<file path="config.mk">
export PLATFORM = sky130hd
export DESIGN_NAME = alarm_and_sample_timing
export DESIGN_NICKNAME = d
export VERILOG_FILES = /design/src/hw/alarm_timing_pkg.sv /design/src/hw/spi_frame_port.sv /design/src/hw/period_timer.sv /design/src/hw/alarm_and_sample_timing.sv
export SDC_FILE = /design/constraint.sdc
export NUM_CORES = 1
export LEC_CHECK = 0
export CORE_UTILIZATION = 66
export CTS_CLUSTER_DIAMETER = 60
export CTS_CLUSTER_SIZE = 24
export DETAILED_ROUTE_END_ITERATION = 16
export DONT_BUFFER_PORTS = 1
export PLACE_DENSITY = 0.92
export SYNTH_ARGS = -nofsm -noshare
export SYNTH_HDL_FRONTEND = slang
export SYNTH_SLANG_ARGS = --single-unit
</file>
<file path="constraint.sdc">
create_clock -name clock -period 11.55 [get_ports clock]
set_input_delay 1.155 -clock clock [delete_from_list [all_inputs] [get_ports clock]]
set_output_delay 1.155 -clock clock [all_outputs]
set_load 0.02 [all_outputs]
</file>
<file path="src/hw/alarm_timing_pkg.sv">
// Constants and carrier types for the alarm and sample timing block.
// Assumes a 20 MHz clock and 16-bit serial frames from the host.
package alarm_timing_pkg;

   // Register offsets (even byte of each 16-bit register)
   localparam logic [5:0] ADDR_WINDOW  = 6'h26;
   localparam logic [5:0] ADDR_CONTROL = 6'h28;
   localparam logic [5:0] ADDR_PERIOD  = 6'h36;

   // Reset values
   localparam logic [15:0] WINDOW_RST  = 16'h0000;
   localparam logic [15:0] CONTROL_RST = 16'h0000;
   localparam logic [7:0]  PERIOD_RST  = 8'h0A;

   // Control register fields
   localparam int CTL_ROC2     = 15;
   localparam int CTL_SRC2_LSB = 12;
   localparam int CTL_ROC1     = 11;
   localparam int CTL_SRC1_LSB = 8;
   localparam int CTL_EN       = 2;
   localparam int CTL_POL      = 1;
   localparam int CTL_PIN      = 0;
   localparam logic [15:0] CONTROL_MASK = 16'hFF07;

   // Period and magnitude fields, source codes
   localparam int PRD_BASE  = 7;
   localparam int MAG_ABOVE = 15;
   localparam logic [2:0] SRC_OFF    = 3'h0;
   localparam logic [2:0] SRC_SUPPLY = 3'h1;
   localparam logic [2:0] SRC_AUX    = 3'h4;

   // Serial frame layout
   localparam int FRAME_BITS = 16;
   localparam int FRM_WRITE  = 15;
   localparam int FRM_A_LSB  = 8;

   // Time bases, least times rounded up to whole cycles
   localparam int CLOCK_NS      = 50;
   localparam int BASE_SHORT_NS = 122100;
   localparam int BASE_LONG_NS  = 3784000;
   localparam int BASE_SHORT_CYC =
      (BASE_SHORT_NS + CLOCK_NS - 1) / CLOCK_NS;
   localparam int BASE_LONG_CYC =
      (BASE_LONG_NS + CLOCK_NS - 1) / CLOCK_NS;

   typedef logic [13:0] sample_type;

   // Seven outputs sampled as one group; index is source code minus one
   typedef struct packed {
      logic                 ready;
      logic [6:0][13:0]     value;
   } sample_set_type;

   // Two-way pin: level and enable
   typedef struct packed {
      logic out;
      logic oe;
   } pin_drive_type;

endpackage : alarm_timing_pkg

</file>
<file path="src/hw/spi_frame_port.sv">
// Serial port slave: 16-bit frames, clock idles high, data in on rise.
// Assumes pins already synchronous to clock and sclk far below clock.
`timescale 1ns/1ns
`default_nettype none
module spi_frame_port
   import alarm_timing_pkg::*;
(
   input  wire logic          clock,
   input  wire logic          nrst,
   input  wire logic          cs_n,
   input  wire logic          sclk,
   input  wire logic          mosi,
   input  wire logic [15:0]   reply,
   output logic               frame_valid,
   output logic [15:0]        frame,
   output logic               miso,
   output logic               miso_oe
);
   typedef struct packed {
      logic        sclk_prev;
      logic [3:0]  cnt;
      logic [15:0] shift_in;
      logic [15:0] shift_out;
      logic        valid;
      logic [15:0] frame;
   } port_state_type;

   port_state_type s_q, s_d;

   // Shift in on rising edges, out on falling edges after the first
   always_comb begin
      s_d = s_q;
      s_d.valid = 1'b0;
      s_d.sclk_prev = sclk;
      if (cs_n) begin
         s_d.cnt = 4'h0;
         s_d.shift_out = reply;
      end else if (sclk && !s_q.sclk_prev) begin
         s_d.shift_in = {s_q.shift_in[14:0], mosi};
         s_d.cnt = s_q.cnt + 4'h1;
         if (s_q.cnt == 4'(FRAME_BITS - 1)) begin
            s_d.valid = 1'b1;
            s_d.frame = {s_q.shift_in[14:0], mosi};
         end
      end else if (!sclk && s_q.sclk_prev && s_q.cnt != 4'h0) begin
         s_d.shift_out = {s_q.shift_out[14:0], 1'b0};
      end
   end

   always_ff @(posedge clock or negedge nrst) begin
      if (!nrst) begin
         s_q <= '{sclk_prev: 1'b1, default: '0};
      end else begin
         s_q <= s_d;
      end
   end

   assign frame_valid = s_q.valid;
   assign frame       = s_q.frame;
   assign miso        = s_q.shift_out[15];
   assign miso_oe     = !cs_n;
endmodule : spi_frame_port
`default_nettype wire

</file>
<file path="src/hw/period_timer.sv">
// Sample period timer: one strobe every time base times (count + 1).
// Assumes the setting byte is held in a register of the caller.
`timescale 1ns/1ns
`default_nettype none
module period_timer
   import alarm_timing_pkg::*;
#(
   parameter int LONG_CYC = BASE_LONG_CYC
)(
   input  wire logic          clock,
   input  wire logic          nrst,
   input  wire logic [7:0]    setting,
   output logic               strobe
);
   if (LONG_CYC < BASE_SHORT_CYC || LONG_CYC > 131071) begin : g_chk
      $error("period_timer: LONG_CYC out of range");
   end

   typedef struct packed {
      logic [16:0] base_cnt;
      logic [6:0]  unit_cnt;
      logic        strobe;
   } timer_state_type;

   timer_state_type s_q, s_d;
   logic [16:0] limit;

   // Time base picked each cycle; a lowered count ends the period early
   always_comb begin
      limit = setting[PRD_BASE] ? 17'(LONG_CYC - 1)
                                : 17'(BASE_SHORT_CYC - 1);
      s_d = s_q;
      s_d.strobe = 1'b0;
      s_d.base_cnt = s_q.base_cnt + 17'h1;
      if (s_q.base_cnt >= limit) begin
         s_d.base_cnt = 17'h0;
         if (s_q.unit_cnt >= setting[6:0]) begin
            s_d.unit_cnt = 7'h0;
            s_d.strobe = 1'b1;
         end else begin
            s_d.unit_cnt = s_q.unit_cnt + 7'h1;
         end
      end
   end

   always_ff @(posedge clock or negedge nrst) begin
      if (!nrst) begin
         s_q <= '0;
      end else begin
         s_q <= s_d;
      end
   end

   assign strobe = s_q.strobe;

   // Helper: cycles since last strobe; steady flag cleared when setting moves
   logic [23:0] gap_q;
   logic        steady_q;
   logic [7:0]  set_q;
   always_ff @(posedge clock or negedge nrst) begin
      if (!nrst) begin
         gap_q <= 24'h0;
         steady_q <= 1'b0;
         set_q <= 8'h0;
      end else begin
         set_q <= setting;
         gap_q <= strobe ? 24'h1 : gap_q + 24'h1;
         if (setting != set_q) steady_q <= 1'b0;
         else if (strobe) steady_q <= 1'b1;
      end
   end
endmodule : period_timer
`default_nettype wire

</file>
<file path="src/hw/alarm_and_sample_timing.sv">
// Alarm configuration, alarm evaluation and sample period timing.
// Assumes raw samples arrive on samples.ready after each strobe,
// magnitudes and alarm one window come from neighbouring registers.
`timescale 1ns/1ns
`default_nettype none
module alarm_and_sample_timing
   import alarm_timing_pkg::*;
#(
   parameter int LONG_BASE_CYC = BASE_LONG_CYC
)(
   input  wire logic                            clock,
   input  wire logic                            nrst,
   input  wire logic                            npower_on,
   input  wire logic                            spi_cs_n,
   input  wire logic                            spi_sclk,
   input  wire logic                            spi_mosi,
   output logic                                 spi_miso,
   output logic                                 spi_miso_oe,
   input  wire logic                            flash_update,
   input  wire logic [15:0]                     alarm_one_magnitude,
   input  wire logic [15:0]                     alarm_two_magnitude,
   input  wire logic [7:0]                      alarm_one_window,
   input  wire alarm_timing_pkg::sample_set_type samples,
   output logic                                 sample_strobe,
   output alarm_timing_pkg::pin_drive_type      general_pin_zero,
   output alarm_timing_pkg::pin_drive_type      general_pin_one,
   output logic [1:0]                           alarm_status
);
   import alarm_timing_pkg::*;

   ////////////////////////////////////////////////////////////////////
   // State

   typedef struct packed {
      logic            restore;
      logic [7:0]      window;
      logic [15:0]     control;
      logic [7:0]      period;
      logic [5:0]      read_addr;
      logic            ctl_written;
      logic [1:0]      hit;
      logic [1:0][7:0] cnt;
      logic [1:0][13:0] ref_val;
      logic [1:0]      ref_ok;
      pin_drive_type   pin0;
      pin_drive_type   pin1;
   } main_state_type;

   // Nonvolatile copies: cleared only by a power cycle
   typedef struct packed {
      logic [7:0] window;
      logic [7:0] period;
      logic       saved;
   } nv_state_type;

   main_state_type s_q, s_d;
   nv_state_type   nv_q, nv_d;

   logic        frame_valid;
   logic [15:0] frame;
   logic [15:0] reply;
   logic        wr;
   logic [5:0]  wr_addr;
   logic [7:0]  wr_byte;

   ////////////////////////////////////////////////////////////////////
   // Host port and period timer

   spi_frame_port u_port (
      .clock       (clock),
      .nrst        (nrst),
      .cs_n        (spi_cs_n),
      .sclk        (spi_sclk),
      .mosi        (spi_mosi),
      .reply       (reply),
      .frame_valid (frame_valid),
      .frame       (frame),
      .miso        (spi_miso),
      .miso_oe     (spi_miso_oe)
   );

   // One strobe starts a group conversion of all seven outputs
   period_timer #(
      .LONG_CYC (LONG_BASE_CYC)
   ) u_timer (
      .clock   (clock),
      .nrst    (nrst),
      .setting (s_q.period),
      .strobe  (sample_strobe)
   );

   // Frame decode: write bit, byte address, data byte
   assign wr      = frame_valid && frame[FRM_WRITE];
   assign wr_addr = frame[FRM_A_LSB +: 6];
   assign wr_byte = frame[7:0];

   // Read mux for the next frame; unused bits read zero
   always_comb begin
      case (s_q.read_addr)
         ADDR_WINDOW:  reply = {8'h00, s_q.window};
         ADDR_CONTROL: reply = s_q.control & CONTROL_MASK;
         ADDR_PERIOD:  reply = {8'h00, s_q.period};
         default:      reply = 16'h0000;
      endcase
   end

   ////////////////////////////////////////////////////////////////////
   // Alarm evaluation helpers

   logic [1:0][2:0]  src;
   logic [1:0]       rate_of_change_mode;
   logic [1:0][15:0] mag;
   logic [1:0][7:0]  win;
   logic [1:0]       src_on;
   logic [1:0]       thr_hit;
   logic [1:0]       roc_hit;
   logic [1:0]       roc_end;
   logic [1:0][13:0] cur;
   logic [1:0][14:0] cur_x;
   logic [1:0][14:0] lim_x;
   logic [1:0][14:0] ref_x;
   logic [1:0][23:0] delta;
   logic [1:0][23:0] lim_n;
   logic             alarm_on;
   logic             level;

   // Field extraction: index 0 is alarm one, index 1 is alarm two
   assign src[1] = s_q.control[CTL_SRC2_LSB +: 3];
   assign src[0] = s_q.control[CTL_SRC1_LSB +: 3];
   assign rate_of_change_mode[1] = s_q.control[CTL_ROC2];
   assign rate_of_change_mode[0] = s_q.control[CTL_ROC1];
   assign mag[1] = alarm_two_magnitude;
   assign mag[0] = alarm_one_magnitude;
   assign win[1] = s_q.window;
   assign win[0] = alarm_one_window;

   // Compare signed unless the source is a plain binary reading;
   // raw samples only, so averaging never delays an alarm
   always_comb begin
      for (int k = 0; k < 2; k++) begin
         src_on[k] = src[k] != SRC_OFF;
         cur[k] = src_on[k] ? samples.value[3'(src[k] - 3'h1)]
                            : 14'h0000;
         if (src[k] == SRC_SUPPLY || src[k] == SRC_AUX) begin
            cur_x[k] = {1'b0, cur[k]};
            lim_x[k] = {1'b0, mag[k][13:0]};
            ref_x[k] = {1'b0, s_q.ref_val[k]};
         end else begin
            cur_x[k] = {cur[k][13], cur[k]};
            lim_x[k] = {mag[k][13], mag[k][13:0]};
            ref_x[k] = {s_q.ref_val[k][13], s_q.ref_val[k]};
         end
         thr_hit[k] = mag[k][MAG_ABOVE]
            ? $signed(cur_x[k]) > $signed(lim_x[k])
            : $signed(cur_x[k]) < $signed(lim_x[k]);
         // Change over the window against magnitude times window size,
         // which equals the averaged change without a divider
         // Operands widened first so the product never loses top bits
         delta[k] = 24'($signed(cur_x[k])) - 24'($signed(ref_x[k]));
         lim_n[k] = 24'($signed(lim_x[k])) *
            24'($signed({1'b0, (win[k] == 8'h00) ? 8'h01 : win[k]}));
         roc_hit[k] = mag[k][MAG_ABOVE]
            ? $signed(delta[k]) > $signed(lim_n[k])
            : $signed(delta[k]) < $signed(lim_n[k]);
         roc_end[k] = s_q.cnt[k] + 8'h01 >= win[k];
      end
   end

   // Shared pin level; inactive when disabled or nothing selected
   assign alarm_on = s_q.control[CTL_EN] && |(s_q.hit & src_on);
   assign level    = alarm_on ~^ s_q.control[CTL_POL];

   ////////////////////////////////////////////////////////////////////
   // Next state

   always_comb begin
      s_d  = s_q;
      nv_d = nv_q;
      // Restore from nonvolatile copies right after reset release
      if (s_q.restore) begin
         s_d.restore = 1'b0;
         s_d.window  = nv_q.window;
         s_d.period  = nv_q.saved ? nv_q.period : PERIOD_RST;
      end
      if (frame_valid && !frame[FRM_WRITE]) begin
         s_d.read_addr = {wr_addr[5:1], 1'b0};
      end
      // Byte writes: even address is the low byte
      if (wr) begin
         case (wr_addr)
            ADDR_WINDOW: begin
               s_d.window  = wr_byte;
               nv_d.window = wr_byte;
            end
            ADDR_CONTROL: begin
               s_d.control[7:0] = wr_byte & CONTROL_MASK[7:0];
               s_d.ctl_written = 1'b1;
            end
            ADDR_CONTROL + 6'h1: begin
               s_d.control[15:8] = wr_byte;
               s_d.ctl_written = 1'b1;
            end
            ADDR_PERIOD: begin
               s_d.period = wr_byte;
            end
            default: begin
            end
         endcase
      end
      // Manual flash update makes the period survive reset
      if (flash_update) begin
         nv_d.period = s_q.period;
         nv_d.saved  = 1'b1;
      end
      // Threshold alarms are re-judged on each fresh group of samples, rate alarms at window end
      if (samples.ready) begin
         for (int k = 0; k < 2; k++) begin
            if (!src_on[k]) begin
               s_d.hit[k] = 1'b0;
               s_d.ref_ok[k] = 1'b0;
               s_d.cnt[k] = 8'h00;
            end else if (!rate_of_change_mode[k]) begin
               s_d.hit[k] = thr_hit[k];
               s_d.ref_ok[k] = 1'b0;
               s_d.cnt[k] = 8'h00;
            end else if (roc_end[k]) begin
               // First window after a mode change only takes a base
               s_d.hit[k] = s_q.ref_ok[k] && roc_hit[k];
               s_d.ref_val[k] = cur[k];
               s_d.ref_ok[k] = 1'b1;
               s_d.cnt[k] = 8'h00;
            end else begin
               s_d.cnt[k] = s_q.cnt[k] + 8'h01;
            end
         end
      end
      // Route the level; the unused pin is released to other owners
      s_d.pin0.out = level;
      s_d.pin1.out = level;
      s_d.pin0.oe = s_q.control[CTL_EN] && !s_q.control[CTL_PIN];
      s_d.pin1.oe = s_q.control[CTL_EN] && s_q.control[CTL_PIN];
   end

   ////////////////////////////////////////////////////////////////////
   // Registers

   always_ff @(posedge clock or negedge nrst) begin
      if (!nrst) begin
         s_q <= '0;
         s_q.restore <= 1'b1;
         s_q.control <= CONTROL_RST;
         s_q.window  <= WINDOW_RST[7:0];
         s_q.period  <= PERIOD_RST;
         s_q.pin0.out <= 1'b1;
         s_q.pin1.out <= 1'b1;
      end else begin
         s_q <= s_d;
      end
   end

   // Copies kept across host reset, lost only with power
   always_ff @(posedge clock or negedge npower_on) begin
      if (!npower_on) begin
         nv_q <= '0;
      end else begin
         nv_q <= nv_d;
      end
   end

   assign general_pin_zero = s_q.pin0;
   assign general_pin_one  = s_q.pin1;
   assign alarm_status     = s_q.hit & src_on;
endmodule : alarm_and_sample_timing
`default_nettype wire

</file>
; ---- Yosys cells after proc, flatten, opt, wreduce, memory -nomap -nowiden
; Index checks and enable logic that the tools add are counted.
[totals]
input_bits = 146
register_bits = 180
output_inout_bits = 9
wordCells = 164
[op_classes]
bitwise_logic = 3
n_mux = 57
addsub = 9
reduce_logical = 35
n_mul = 2
n_eq_ne = 15
magnitude_cmp = 14
[ops]
columns = op, count
row1 = $mux W8, 14
row2 = $mux W15, 6
row3 = $bmux W14 S3, 2
row4 = $mux W17, 4
row5 = $mux W14, 4
row6 = $gt A16 B24 Y1, 2
row7 = $lt A16 B24 Y1, 2
row8 = $mul A15 B9 Y24, 2
row9 = $mux W16, 3
row10 = $pmux W16 S3, 1
row11 = $mux W32, 1
row12 = $sub A15 B15 Y16, 2
row13 = $gt A15 B15 Y1, 2
row14 = $lt A15 B15 Y1, 2
row15 = $mux W25, 1
row16 = $eq A6 B6 Y1 const B, 4
row17 = $mux W20, 1
row18 = $add A17 B1 Y17 const B, 1
row19 = $ge A17 B17 Y1, 1
row20 = $mux W1, 17
row21 = $add A8 B1 Y8 const B, 2
row22 = $ge A8 B8 Y1, 2
row23 = $logic_not A8 Y1, 2
row24 = $eq A5 B5 Y1 const B, 3
row25 = 26 further kinds, 54

; ---- Depth between registers and ports, before layout
[logic_depth]
ltp_word = 12
ltp_mapped = 33
depth_no_buf = 31

; ---- Cells and area by module
; Synthesis repeated with hierarchy kept, for this count alone.
[hier_totals]
hier_cells = 2457
hier_area_um2 = 22218.8
[modules_own_cells]
columns = module, cells_each, n_inst, area_each_um2, seq_area_each_um2
row1 = alarm_and_sample_timing, 2120, 1, 18265.0, 2532.4
row2 = spi_frame_port, 176, 1, 2428.6, 1327.5
row3 = period_timer, 161, 1, 1525.2, 625.6

; ---- Worst setup path after synthesis
; Ideal clock, no wire load.
[synth_path]
path_kind = register -> register
start = register s_q[79] in the netlist's numbering
end = register s_q[51] in the netlist's numbering
setup_slack_ns = 3.993
setup_time_ns = 0.082
period_less_slack_ns = 7.557
arrival_ns = 7.475
stages_incl_launch_ff = 31
required_ns = 11.468
path_buffers = 2
cell_sequence = dfrtp_1 > buf_2 > clkbuf_1 > inv_1 > ha_1 > mux2i_1 > and2_1 > nand2_1 > inv_1 > fa_1 > fa_1 > fa_1 > inv_1 > fa_1 > inv_1 > ha_1 > o21a_1 > o21a_1 > o22ai_1 > a211oi_1 > or3_1 > a21oi_2 > xor2_1 > ha_1 > nand4_1 > nor4_1 > nand3_1 > o211ai_1 > mux2i_1 > or4_1 > a31oi_1
[synth_via]
elab_chain_len = 12
elab_cells_between_ends = 25
cone_classes = 2 x add/sub / 1 x mul / 4 x order compare / 3 x eq/ne / 11 x mux / 4 x reduce/logical
[synth_lines]
columns = item, line
row1 = from (decl), alarm_and_sample_timing.sv:56  ; main_state_type s_q, s_d;
row2 = "parallel branches: the longest is 12 deep, another holds $mul A15 B9 Y24", --
; Several ways; the timed one is not identified. The select of a mux whose other input is x is not followed.
; A chain may end at the register's enable or synchronous reset.

; ---- Worst setup path in the final report
; Same ends and word-level chain as after synthesis.

==> results_dict.tcl <==
set metrics [dict create \
    status "finished, final reports clean" \
    clk_latency_ps 460 \
    syn_area_mm2 0.0218 \
    ys_types 75 \
    setup_viol 0 \
    p_total_mw 2.51 \
    path_class "reg2reg" \
    rows 66 \
    worst_slew_pin_slew_ps 1080 \
    drc 0 \
    p_leak_nw 11.3 \
    antenna_found_initial 3 \
    cap_violations 0 \
    fmax_ghz 0.112 \
    r2r-end "s_q[51]" \
    synth-main-ff-cell "dfrtp_1" \
    finalHoldViolCount 0 \
    endpoint_kind "flip-flop" \
    clock-sinks 178 \
    routedWlPerCell_um 20.9 \
    drt-initial-drc-count 1559 \
    clock_path_buffers 2 \
    slowest_delay_ps 980 \
    synthToLayoutAreaGrowth_pct 4.44 \
    final_cell_mix "inv_1, nand2_1, ha_1, nor2_1, fa_1" \
    ys_warn_count 0 \
    irDropWorstVdd_uv 114 \
    first_pass_iters 8 \
    htreeDepth 4 \
    reg2reg_slack_ps 2610 \
    die_h_um 184 \
    critPathLaunchType "flip-flop" \
    tns_ps 0 \
    rsz0062_at_grt "false" \
    synthArstFlopShare_pct 100 \
    ctsResizeCount 0 \
    ys_seq_area_share_pct 20.4 \
    dp_hpwl_mm 45.0 \
    ys_ff_latch 178 \
    grt_max_degree 162 \
    required_ps 11910 \
    final_nets 2963 \
    netlist_instances 2422 \
    port_buffers 0 \
    slew_headroom_pct 28.3 \
    worstRegToRegCells 29 \
    period_needed_ps 8940 \
    cts_buffers 17 \
    die_area_mm2 0.0338 \
    fillers 2302 \
    viasPerCell 6.39 \
    core_mm2 0.0325 \
    finalMaxSlewViolations 0 \
    drive_above_1_share_pct 6.85 \
    grt_pass1_wl_mm 96.1 \
    final.period_utilization_pct 77.4 \
    grt_usage_pct 36.4 \
    power.density_mw_per_mm2 110 \
    pin_count 155 \
    cts_tree "yes" \
    slowest_stage "dfrtp_2" \
    final_antenna_net_count 0 \
    syn_avg_cell_area_um2 9.01 \
    synth_nets 3005 \
    arrival_ps 9300 \
    postCtsHoldBufs 0 \
    cts_setup_buffers 0 \
    die_w_um 184 \
    overflow 0 \
    finClkSkew_ps 25.8 \
    cts-root-buf "clkbuf_16" \
    cts.reportedPaths.clkPinSlew_ps 100 \
    routed_wl_mm 59.2 \
    start_util_pct 67.1 \
    crit_path_frequent_cell "inv_1" \
    vias 18100 \
    grt_pass1_vias 19100 \
    min_path_type "in2async" \
    final_common_cell "inv_1" \
    r2r-start "s_q[79]" \
    cp_max_fo 32 \
    synth-edff-count 0 \
    gp_congestion 0.973 \
]
[worst max path at each step]
stage          slack, ps      end    start
6_report            2610  s_q[51]  s_q[79]
5_1_grt             1960  s_q[51]  s_q[79]
4_1_cts             2780  s_q[51]  s_q[79]
3_5_place_dp        2810  s_q[51]  s_q[79]
3_3_place_gp        3040  s_q[51]  s_q[79]
2_1_floorplan       3990  s_q[51]  s_q[79]
[flip-flops by register name, summed over array words and instances (netlist names)]
| name | count |
|---|---|
| s_q | 79 |
| u_port.frame | 15 |
| u_timer.strobe | 1 |
| general_pin_one | 2 |
| u_port.miso | 1 |
| u_timer.s_q | 24 |
| rate_of_change_mode | 2 |
| general_pin_zero | 1 |
| u_port.frame_valid | 1 |
| u_port.s_q | 35 |
| nv_q | 17 |
[where the power goes]
| group | total, mW | internal, mW | switching, mW |
|---|---|---|---|
| registers | 0.662 | 0.644 | 0.0177 |
| logic | 1.22 | 0.515 | 0.704 |
| clock network | 0.634 | 0.302 | 0.332 |
[cell families after synthesis]
logic type | after synthesis | share of synthesized area (%)
AO/OA/AOI/OAI | 360 | 11.0
buffers and inverters | 491 | 8.56
adder cells (fa/ha/maj) | 437 | 31.7
AND/OR/NAND/NOR | 681 | 14.0
XOR/XNOR | 101 | 4.12
other | 1 | 0.0172
flip-flops | 178 | 20.4
multiplexers | 173 | 10.1
[critical path: cells and delay by family, from the launching register on]
| kind | cells | cell delay (ps) |
|---|---|---|
| fa+ha+maj | 7 | 2730 |
| xor+xnor | 1 | 140 |
| compound gates | 6 | 1520 |
| simple gates | 7 | 1990 |
| flops | 1 | 980 |
| mux | 2 | 790 |
| buf+inv | 6 | 700 |
[layer usage]
layer | track usage (%) | vias to the layer above | wire [um]
li1 | - | 7950 | -
met1 | 42.9 | 8912 | 21700
met2 | 62.4 | 986 | 29300
met3 | 7.43 | 268 | 4960
met4 | 19.5 | 4 | 3190
met5 | 0.296 | - | 27
[cells in the mapped netlist (7+ instances only)]
master / count / area (um^2)
a211o_1: 7 / 61.3
a211oi_1: 31 / 233
a21o_1: 29 / 218
a21oi_1: 74 / 370
a22oi_1: 27 / 203
and2_1: 33 / 206
and3_1: 26 / 163
buf_2: 8 / 40.0
clkbuf_1: 53 / 199
dfrtp_1: 173 / 4330
fa_1: 194 / 3880
ha_1: 243 / 3040
inv_1: 416 / 1560
mux2_1: 34 / 383
mux2_2: 69 / 777
mux2i_1: 42 / 420
mux4_2: 28 / 631
nand2_1: 244 / 916
nand2b_1: 17 / 106
nand3_1: 41 / 205
nand4_1: 16 / 100
nor2_1: 207 / 777
nor2b_1: 26 / 163
nor3_1: 32 / 160
nor4_1: 8 / 50.1
o211ai_1: 7 / 52.6
o21a_1: 16 / 120
o21ai_0: 63 / 315
o21ai_1: 24 / 120
o22ai_1: 15 / 93.8
o2bb2ai_1: 9 / 78.8
or2_2: 7 / 43.8
or3_1: 13 / 81.3
xnor2_1: 55 / 482
xor2_1: 44 / 385
[per-stage QoR]
step | instances | cell area (um^2) | hold slack [ps] | setup WS (ps) | utilization, %
after floorplan | 2422 | 21800 | 397 | 3990 | -
after global placement | 2803 | 22200 | 408 | 3040 | 68.1
after detailed placement | 2803 | 22200 | 411 | 2810 | 68.1
after CTS | 2835 | 22800 | 367 | 2780 | 70.1
after global routing | 2835 | 22800 | 357 | 1960 | 70.1
final | 2836 | 22800 | 370 | 2610 | 70.1
[area by class of cell]
cell class	instances	area (um^2)	share of cell area [%]
Antenna cell	1	2.50	0.0110
Clock buffer	17	425	1.87
Clock inverter	15	198	0.867
Inverter	420	1580	6.92
Multi-Input combinational cell	1753	15500	68.0
Sequential cell	178	4460	19.6
Tap cell	442	553	2.43
Timing Repair Buffer	10	75.1	0.329
No activity file was read; power rests on OpenSTA's default activity.
